==> src/hw/acfs_pkg.sv <==
package acfs_pkg;
  // storage geometry
  localparam int DEPTH   = 16;
  localparam int PTR_W   = 4;
  localparam int CNT_W   = 5;
  localparam int THR_W   = 4;
  // read address fields
  localparam int ID_W    = 4;
  localparam int ADDR_W  = 32;
  localparam int LEN_W   = 8;
  localparam int SIZE_W  = 3;
  localparam int ENTRY_W = ID_W + ADDR_W + LEN_W + SIZE_W;
  // field positions inside one stored entry
  localparam int SIZE_LSB = 0;
  localparam int LEN_LSB  = 3;
  localparam int ADDR_LSB = 11;
  localparam int ID_LSB   = 43;
  // register port
  localparam int RA_W = 8;
  localparam int RD_W = 32;
  localparam logic [RA_W-1:0] OFS_CTRL  = 8'h00;
  localparam logic [RA_W-1:0] OFS_LEVEL = 8'h04;
  localparam logic [RA_W-1:0] OFS_STAT  = 8'h08;
  localparam logic [RA_W-1:0] OFS_IEN   = 8'h0C;
  localparam logic [RA_W-1:0] OFS_ICLR  = 8'h10;
  localparam logic [RD_W-1:0] CTRL_RST  = 32'h0000_0001;
  // interrupt events: 0 upper flag rose, 1 lower flag rose, 2 entry refused while full
  localparam int NEV = 3;
  localparam int EV_UPPER  = 0;
  localparam int EV_LOWER  = 1;
  localparam int EV_REFUSE = 2;
  localparam logic [NEV-1:0] IEN_RST = 3'h0;
  // level register field positions
  localparam int LVL_DC_LSB  = 0;
  localparam int LVL_RDC_LSB = 8;
  localparam int LVL_UP_BIT  = 16;
  localparam int LVL_LO_BIT  = 17;
endpackage : acfs_pkg

==> src/hw/acfs_top.sv <==
`timescale 1ns/1ps
// Summary of operation
// - read count shows readable words, never more than truly present, log2(depth)+1 wide
// - a read at an edge shows in the read count right after that same edge
// - occupancy count gives words currently held, log2(depth)+1 bits wide
// - upper flag high when stored words reach or pass upper threshold
// - upper flag low when stored words fall below upper threshold
// - lower flag high when stored words are at or below lower threshold
// - lower flag low when stored words exceed lower threshold
// - address channel fields are packed into one stored entry per transfer
// - 8-bit burst length accompanies each address and is stored with it
// - 3-bit burst size accompanies each address and is stored with it
module acfs_top
(
  input  wire logic                          sys_clk,
  input  wire logic                          rst_n,
  input  wire logic                          ce,
  input  wire logic [acfs_pkg::THR_W-1:0]    upperThr,
  input  wire logic [acfs_pkg::THR_W-1:0]    lowerThr,
  input  wire logic [acfs_pkg::ID_W-1:0]     sArId,
  input  wire logic [acfs_pkg::ADDR_W-1:0]   sArAddr,
  input  wire logic [acfs_pkg::LEN_W-1:0]    sArLen,
  input  wire logic [acfs_pkg::SIZE_W-1:0]   sArSize,
  input  wire logic                          sArValid,
  output logic                               sArReady,
  output logic [acfs_pkg::ID_W-1:0]          mArId,
  output logic [acfs_pkg::ADDR_W-1:0]        mArAddr,
  output logic [acfs_pkg::LEN_W-1:0]         mArLen,
  output logic [acfs_pkg::SIZE_W-1:0]        mArSize,
  output logic                               mArValid,
  input  wire logic                          mArReady,
  output logic [acfs_pkg::CNT_W-1:0]         rdDataCount,
  output logic [acfs_pkg::CNT_W-1:0]         dataCount,
  output logic                               upperFlag,
  output logic                               lowerFlag,
  input  wire logic [acfs_pkg::RA_W-1:0]     regAddr,
  input  wire logic [acfs_pkg::RD_W-1:0]     regWdata,
  input  wire logic                          regWr,
  input  wire logic                          regRd,
  output logic [acfs_pkg::RD_W-1:0]          regRdata,
  output logic                               irq
);
  import acfs_pkg::*;

  ////////////////////////////////////////////////////////////////////////////
  // storage and pointers

  logic [ENTRY_W-1:0] mem [DEPTH];
  logic [PTR_W-1:0]   wrPtr;
  logic [PTR_W-1:0]   rdPtr;
  logic [CNT_W-1:0]   memCount;
  logic [CNT_W-1:0]   next_memCount;
  logic [CNT_W-1:0]   next_total;
  logic [THR_W-1:0]   upperHeld;
  logic [THR_W-1:0]   lowerHeld;
  logic               acceptEn;
  logic [NEV-1:0]     status;
  logic [NEV-1:0]     irqEn;
  logic [NEV-1:0]     clrHit;
  logic [NEV-1:0]     event_;
  logic               next_upper;
  logic               next_lower;
  logic [ENTRY_W-1:0] inEntry;
  logic [ENTRY_W-1:0] headEntry;
  logic               push;
  logic               pop;
  logic               load;
  logic               outTake;

  ////////////////////////////////////////////////////////////////////////////
  // handshake terms

  // id, address, length and size travel as one word per accepted transfer
  assign inEntry = {sArId, sArAddr, sArLen, sArSize};

  // entry taken only on valid and ready together
  assign push = sArValid & sArReady;

  // master keeps fields stable while waiting, so sampling at push is safe
  assign outTake = mArValid & mArReady;

  // refill the output stage when it is empty or being drained
  assign load = (memCount != '0) & (~mArValid | mArReady);
  assign pop  = load;

  assign headEntry = mem[rdPtr];

  always_comb
  begin
    next_memCount = memCount;
    if (push && !pop)
    begin
      next_memCount = memCount + CNT_W'(1);
    end
    else if (pop && !push)
    begin
      next_memCount = memCount - CNT_W'(1);
    end
  end

  // total held counts the output stage as well as the array
  always_comb
  begin
    next_total = dataCount;
    if (push && !outTake)
    begin
      next_total = dataCount + CNT_W'(1);
    end
    else if (outTake && !push)
    begin
      next_total = dataCount - CNT_W'(1);
    end
  end

  assign next_upper = (next_total >= CNT_W'(upperHeld));
  assign next_lower = (next_total <= CNT_W'(lowerHeld));

  ////////////////////////////////////////////////////////////////////////////
  // thresholds

  // sampled while reset is held so a live change during reset is picked up
  always_ff @(posedge sys_clk)
  begin
    if (!rst_n)
    begin
      upperHeld <= upperThr;
      lowerHeld <= lowerThr;
    end
  end

  ////////////////////////////////////////////////////////////////////////////
  // write side

  always_ff @(posedge sys_clk)
  begin
    if (ce && push)
    begin
      mem[wrPtr] <= inEntry;
    end
  end

  always_ff @(posedge sys_clk)
  begin
    if (!rst_n)
    begin
      wrPtr <= '0;
    end
    else if (ce && push)
    begin
      wrPtr <= wrPtr + PTR_W'(1);
    end
  end

  // ready is dropped as soon as the total would reach the depth
  always_ff @(posedge sys_clk)
  begin
    if (!rst_n)
    begin
      sArReady <= 1'b0;
    end
    else if (ce)
    begin
      sArReady <= acceptEn & (next_total < CNT_W'(DEPTH));
    end
  end

  ////////////////////////////////////////////////////////////////////////////
  // read side

  always_ff @(posedge sys_clk)
  begin
    if (!rst_n)
    begin
      rdPtr    <= '0;
      memCount <= '0;
    end
    else if (ce)
    begin
      memCount <= next_memCount;
      if (pop)
      begin
        rdPtr <= rdPtr + PTR_W'(1);
      end
    end
  end

  // fields leave exactly as they were stored
  always_ff @(posedge sys_clk)
  begin
    if (!rst_n)
    begin
      mArValid <= 1'b0;
      mArId    <= '0;
      mArAddr  <= '0;
      mArLen   <= '0;
      mArSize  <= '0;
    end
    else if (ce)
    begin
      if (load)
      begin
        mArValid <= 1'b1;
        mArId    <= headEntry[ID_LSB +: ID_W];
        mArAddr  <= headEntry[ADDR_LSB +: ADDR_W];
        mArLen   <= headEntry[LEN_LSB +: LEN_W];
        mArSize  <= headEntry[SIZE_LSB +: SIZE_W];
      end
      else if (outTake)
      begin
        mArValid <= 1'b0;
      end
    end
  end

  ////////////////////////////////////////////////////////////////////////////
  // counts and level flags

  // registered from the next state: a drain is visible right after the same edge that takes it
  always_ff @(posedge sys_clk)
  begin
    if (!rst_n)
    begin
      dataCount   <= '0;
      rdDataCount <= '0;
    end
    else if (ce)
    begin
      dataCount <= next_total;
      // the output stage is only counted once it is really loaded
      rdDataCount <= next_memCount + CNT_W'(load | (mArValid & ~mArReady));
    end
  end

  // lower flag starts high since the store is empty after reset
  always_ff @(posedge sys_clk)
  begin
    if (!rst_n)
    begin
      upperFlag <= 1'b0;
      lowerFlag <= 1'b1;
    end
    else if (ce)
    begin
      upperFlag <= next_upper;
      lowerFlag <= next_lower;
    end
  end

  ////////////////////////////////////////////////////////////////////////////
  // register port

  always_ff @(posedge sys_clk)
  begin
    if (!rst_n)
    begin
      acceptEn <= CTRL_RST[0];
      irqEn    <= IEN_RST;
    end
    else if (ce && regWr)
    begin
      if (regAddr == OFS_CTRL)
      begin
        acceptEn <= regWdata[0];
      end
      else if (regAddr == OFS_IEN)
      begin
        irqEn <= regWdata[NEV-1:0];
      end
    end
  end

  assign clrHit = (regWr && regAddr == OFS_ICLR) ? regWdata[NEV-1:0] : '0;

  // read data stands for exactly one cycle; unmapped offsets read zero
  always_ff @(posedge sys_clk)
  begin
    if (!rst_n)
    begin
      regRdata <= '0;
    end
    else if (ce)
    begin
      regRdata <= '0;
      if (regRd)
      begin
        if (regAddr == OFS_CTRL)
        begin
          regRdata <= {31'h0000_0000, acceptEn};
        end
        else if (regAddr == OFS_LEVEL)
        begin
          regRdata[LVL_DC_LSB +: CNT_W]  <= dataCount;
          regRdata[LVL_RDC_LSB +: CNT_W] <= rdDataCount;
          regRdata[LVL_UP_BIT]           <= upperFlag;
          regRdata[LVL_LO_BIT]           <= lowerFlag;
        end
        else if (regAddr == OFS_STAT)
        begin
          regRdata[NEV-1:0] <= status;
        end
        else if (regAddr == OFS_IEN)
        begin
          regRdata[NEV-1:0] <= irqEn;
        end
      end
    end
  end

  ////////////////////////////////////////////////////////////////////////////
  // interrupts

  assign event_[EV_UPPER]  = next_upper & ~upperFlag;
  assign event_[EV_LOWER]  = next_lower & ~lowerFlag;
  assign event_[EV_REFUSE] = sArValid & ~sArReady & (dataCount == CNT_W'(DEPTH));

  // a new event in the clearing cycle survives the clear
  for (genvar i = 0; i < NEV; i++)
  begin : g_stat
    always_ff @(posedge sys_clk)
    begin
      if (!rst_n)
      begin
        status[i] <= 1'b0;
      end
      else if (ce)
      begin
        status[i] <= event_[i] | (status[i] & ~clrHit[i]);
      end
    end
  end

  // one cycle behind the status bits, traded for a flop-driven output
  always_ff @(posedge sys_clk)
  begin
    if (!rst_n)
    begin
      irq <= 1'b0;
    end
    else if (ce)
    begin
      irq <= |(status & irqEn);
    end
  end

endmodule : acfs_top

==> config.mk <==
export PLATFORM = sky130hd
export DESIGN_NAME = acfs_top
export DESIGN_NICKNAME = d
export VERILOG_FILES = /design/src/hw/acfs_pkg.sv /design/src/hw/acfs_top.sv
export SDC_FILE = /design/constraint.sdc
export NUM_CORES = 1
export LEC_CHECK = 0
export BUFFER_PORTS_ARGS = -buffer_cell sky130_fd_sc_hd__buf_4
export CAP_MARGIN = 5
export CORE_MARGIN = 1.5
export CORE_UTILIZATION = 65
export CTS_CLUSTER_SIZE = 30
export DETAILED_ROUTE_END_ITERATION = 10
export PLACE_DENSITY = 0.94
export SYNTH_ARGS = -nofsm -noshare
export SYNTH_HDL_FRONTEND = slang
export SYNTH_SLANG_ARGS = --single-unit
==> constraint.sdc <==
create_clock -name sys_clk -period 16.5 [get_ports sys_clk]
set_input_delay 4.95 -clock sys_clk [delete_from_list [all_inputs] [get_ports sys_clk]]
set_output_delay 4.95 -clock sys_clk [all_outputs]
set_load 0.05 [all_outputs]
# Word-level counts from Yosys, hierarchy flattened
# Memory sizes are Yosys's and may differ from the RTL's. A register that Yosys moved wholly into a read port is not among the register bits.
# Cells that the tools add are included.
[totals]
n_memories = 1
ram_bits = 752
out_inout_bits = 94
regBits = 75
[memory_table]
columns = ["memory", "depth", "width", "rd", "rd_ports_with_merged_regs", "write_ports", "line", "rtl"]
rows = [
  ["mem", 16, 47, 1, 1, 1, "acfs_top.sv:48", "logic [ENTRY_W-1:0] mem [DEPTH];"],
]
[classes]
n_eq_ne = 5
n_lt_le_gt_ge = 3
n_addsub = 7
n_bitwise = 27
n_mux = 19
n_reduce_logical = 19
[op_table]
columns = ["op", "count"]
rows = [
  ["$mux W5", 7],
  ["$mux W18", 1],
  ["$eq A8 B4 Y1 const B", 2],
  ["$mux W3", 4],
  ["$and A1 B1 Y1", 11],
  ["$add A5 B1 Y5 const B", 2],
  ["$sub A5 B1 Y5 const B", 2],
  ["$add A4 B1 Y4 const B", 2],
  ["$eq A8 B3 Y1 const B", 1],
  ["$eq A8 B5 Y1 const B", 1],
  ["$logic_not A8 Y1", 1],
  ["$not A1 Y1", 8],
  ["$logic_and A1 B1 Y1", 7],
  ["$mux W2", 3],
  ["$reduce_and A2 Y1", 3],
  ["$add A5 B5 Y5", 1],
  ["$and A1 B5 Y5", 1],
  ["$eq A5 B5 Y1 const B", 1],
  ["$ge A5 B4 Y1", 1],
  ["$le A5 B4 Y1", 1],
  ["$lt A5 B5 Y1 const B", 1],
  ["$not A1 Y5", 1],
  ["$or A1 B5 Y5", 1],
  ["$reduce_bool A5 Y1", 1],
  ["7 further kinds", 16],
]

# Longest topological paths before layout
[depth]
depth_word = 8
depth_mapped = 11

# Worst setup path after synthesis
# No wires, ideal clock.
[synth_timing]
kind = "input -> register"
start = "input sArValid"
end = "memory mem[3][0] (netlist name), enable pin"
cell_stages = 4
required_time_ps = 15991
path_slack_ps = 7120
arrival_ps = 8871
cell_sequence = "nand2_1 -> nor2_1 -> nand2_1 -> nor3_1"
[synth_between]
elab_chain_len = 4
[synth_lines]
columns = ["item", "line", "rtl"]
rows = [
  ["start, declared", "acfs_top.sv:24", "input wire logic sArValid,"],
  ["$and A1 B1 Y1", "acfs_top.sv:77", "assign push = sArValid & sArReady;"],
  ["$logic_and A1 B1 Y1", "acfs_top.sv:136", "if (ce && push)"],
  ["$mux W1", "acfs_top.sv:136", ""],
  ["$mux W1 (implied by the code)", "acfs_top.sv:138", "mem[wrPtr] <= inEntry;"],
  ["end, declared", "acfs_top.sv:48", ""],
]
# Every way passes these cells.

# Worst setup path after layout
[layout_timing]
start = "input ce"
end = "memory mem[3][19] (netlist name), enable pin"
[layout_between]
elab_chain_len = 3
[layout_lines]
columns = ["item", "line", "rtl"]
rows = [
  ["start, declared", "acfs_top.sv:17", "input wire logic ce,"],
  ["$logic_and A1 B1 Y1", "acfs_top.sv:136", ""],
  ["$mux W1", "acfs_top.sv:136", ""],
  ["$mux W1 (implied by the code)", "acfs_top.sv:138", ""],
]
# Every way passes these cells.

==> results_dict.tcl <==
set metrics [dict create \
    grt_pass1_wl_um 119000 \
    fin_skew_ns 0.0240 \
    setup_tns_ns 0 \
    cts_resized 0 \
    h-tree-depth 3 \
    tightest_slew_ns 1.37 \
    dpl.hpwl_um 42100 \
    grt_pass1_vias 17700 \
    place_area_mm2 0.0346 \
    drc 0 \
    seq_power_share 0.451 \
    reg2reg_from "rdPtr[0]$_SDFFE_PN0P_" \
    path_cells "buf_4 > inv_1 > nor2_1 > nand2_1 > nor3_2 > buf_4" \
    ys.flop_type "edfxtp_1" \
    fp.dieH_um 227 \
    fin_cells 2509 \
    ys_types 55 \
    fmax_mhz 119 \
    avgSynthCellArea_um2 20.6 \
    port_buffers 146 \
    ys_warn_count 0 \
    layout.cells.most_common "edfxtp_1" \
    p_leak_nw 12.1 \
    power.total_mw 5.54 \
    dp_cells 2356 \
    crit_required_ns 16.75 \
    reg2reg_slack_ns 12.08 \
    ioPinCount 196 \
    yosysTopAreaCell "edfxtp_1" \
    startpoint_type "input pin" \
    crit_end "mem[3][19]$_DFFE_PP_" \
    cp.arrival_ns 8.65 \
    synth_top_area_frac 0.697 \
    first_iter_violations 2544 \
    viasPerCell 6.78 \
    syn2layout_area_growth_pct 13.8 \
    antenna_found_initial 6 \
    dieWidth_um 227 \
    final_cell_mix "edfxtp_1 (760), mux4_2 (236), buf_4 (174), dfxtp_1 (90), clkbuf_16 (81)" \
    place.gp.congestion 0.831 \
    layout.nets 1889 \
    cts-root-buf "clkbuf_16" \
    status "finished clean" \
    p_sw_mw 1.54 \
    num_vias 17000 \
    synth_area_leaders "edfxtp_1 (70%), mux4_2 (16%), dfxtp_1 (5.7%), nand2_1 (0.86%), o21ai_0 (0.83%)" \
    use_met2 0.573 \
    drv_slew 0 \
    hp-class "register to register" \
    cts_sinks 854 \
    cts_buffers 80 \
    critical_path_class "input pin to register" \
    crit_slowest_cell "nor3_2" \
    ant_nets 0 \
    met1_usage 0.408 \
    critical_path.most_common_cell "buf_4" \
    final_cell_area_mm2 0.0373 \
    seq_area_frac_synth 0.754 \
    hold_buffers 0 \
    startpoint "ce" \
    syn-cell-area_mm2 0.0328 \
    busiest_layer "met2" \
    wl_per_cell_um 33.4 \
    switching_share 0.278 \
    cts_tree "yes" \
    holdWs_ns 0.460 \
    rsz0062_at_grt "false" \
    grt-ovfl-total 0 \
    clockPowerShare 0.341 \
    ff2ff_path_depth 6 \
    maxCapViolations 0 \
    clockBufferDepth 3 \
    ys_ff_latch 854 \
    rows 82 \
    critical_path.top_delay_family "simple AND/OR/NAND/NOR gates" \
    dr.pass1.iters 5 \
    setup_viol 0 \
    start_util 0.656 \
    gr-usage-all-layers 0.332 \
    p_per_area_mw_per_mm2 149 \
    p_int_mw 4.00 \
    ir_drop_v 0.000119 \
    critical_path.max_fanout 37 \
    crit_cells 6 \
    drive_gt1_frac 0.303 \
    postSynthCellCount 1587 \
    clk_latency_ns 0.64 \
    min_period_ns 8.40 \
    cts_setup_buffers 0 \
    core_area_mm2 0.0500 \
    critPathCaptureType "register" \
    relSlewSlack 0.0864 \
    grt_use_met3 0.0634 \
    ys_async_sr_fraction 0 \
    hold_violations 0 \
    p_comb_frac 0.207 \
    critPathMaxStageDelay_ns 0.99 \
    die-area_mm2 0.0517 \
    drt-total-wl_um 83700 \
    grt_max_degree 78 \
    r2r_end "mArAddr[1]$_SDFFE_PN0P_" \
    finalCritPeriodShare 0.509 \
    synth-edff-count 760 \
    path_clk_slew_ns 0.06 \
    cp.buffers_inverters 3 \
]
## registers in the layout, indices dropped and copies added (netlist names), 4 cells and up
name / count
lowerHeld: 4
mArId: 4
regRdata: 12
rdPtr: 4
mem: 752
mArAddr: 32
memCount: 5
upperHeld: 4
wrPtr: 4
dataCount: 5
mArLen: 8
rdDataCount: 5
## how the worst min path moves through the flow
stage	from	endpoint	slack, ns	cells past startpoint
6_report	mArAddr[22]$_SDFFE_PN0P_	mArAddr[22]$_SDFFE_PN0P_	0.46	2
5_1_grt	mArAddr[22]$_SDFFE_PN0P_	mArAddr[22]$_SDFFE_PN0P_	0.49	2
4_1_cts	mArAddr[19]$_SDFFE_PN0P_	mArAddr[19]$_SDFFE_PN0P_	0.46	2
3_5_place_dp	mArLen[2]$_SDFFE_PN0P_	mArLen[2]$_SDFFE_PN0P_	0.44	2
3_3_place_gp	mArAddr[6]$_SDFFE_PN0P_	mArAddr[6]$_SDFFE_PN0P_	0.44	2
2_1_floorplan	status[2]$_SDFFE_PN0P_	status[2]$_SDFFE_PN0P_	0.45	2
## Yosys cell counts, types with 6 or more instances
library cell and n:
edfxtp_1 760, mux4_2 236, dfxtp_1 94, nand2_1 75
inv_1 62, nor2_1 59, o21ai_0 54, clkbuf_1 32
buf_2 30, ha_1 21, buf_4 20, a21oi_1 15
buf_1 13, a22oi_1 12, mux2i_1 10, xnor2_1 10
xor2_1 9, nor3_1 8, nand2b_1 6, nand3_1 6
## stage by stage
step	setup slack, ns	util
after floorplan	7.12	-
after detailed placement	7.65	0.693
final	8.10	0.746
after global routing	7.93	0.746
after global placement	7.84	0.693
after CTS	8.18	0.746
## power by group through the flow
stage          sequential (mW)  clock [mW]  combinational (mW)
2_1_floorplan             2.64           0               0.734
3_3_place_gp              2.54           0                1.07
3_5_place_dp              2.54           0                1.11
4_1_cts                   2.50        1.90                1.15
5_1_grt                   2.51        1.97                1.21
6_report                  2.50        1.89                1.15
## routing by layer
layer | vias up | routed length (µm)
li1 | 6741 | -
met1 | 8727 | 27400
met2 | 1303 | 44600
met3 | 246 | 7940
met4 | 2 | 3810
met5 | - | 13
## worst reg2reg max path: stages, from the launching register on
cell and delay (ns):
dfxtp_4 0.97, buf_4 0.97, buf_4 0.85, mux4_2 0.69, mux4_2 0.50, inv_1 0.14
o21ai_0 0.11
## final cells by class
| class | instances | area (µm²) |
|---|---|---|
| fillers | 2513 | 12700 |
| well taps | 672 | 841 |
| clock buffers | 119 | 2260 |
| inverters | 62 | 233 |
| repair buffers | 174 | 1310 |
| diodes | 4 | 10.0 |
| clock inverters | 30 | 379 |
| multi-input cells | 594 | 7530 |
| flip-flops and latches | 854 | 24700 |
## cells by family (layout without fill, tap and decap cells)
logic type | count (synthesis) | in the layout | synth area share
AOI/OAI and AO/OA | 102 | 102 | 0.0190
buffers and inverters | 158 | 385 | 0.0218
adders and majority gates | 21 | 21 | 0.00802
DFF | 854 | 854 | 0.754
xor gates and xnor gates | 19 | 19 | 0.00508
and+or+nand+nor | 183 | 183 | 0.0254
muxes | 249 | 249 | 0.166
other | 1 | 24 | 0.000114
Note: power is estimated with default switching activity, not from simulation.
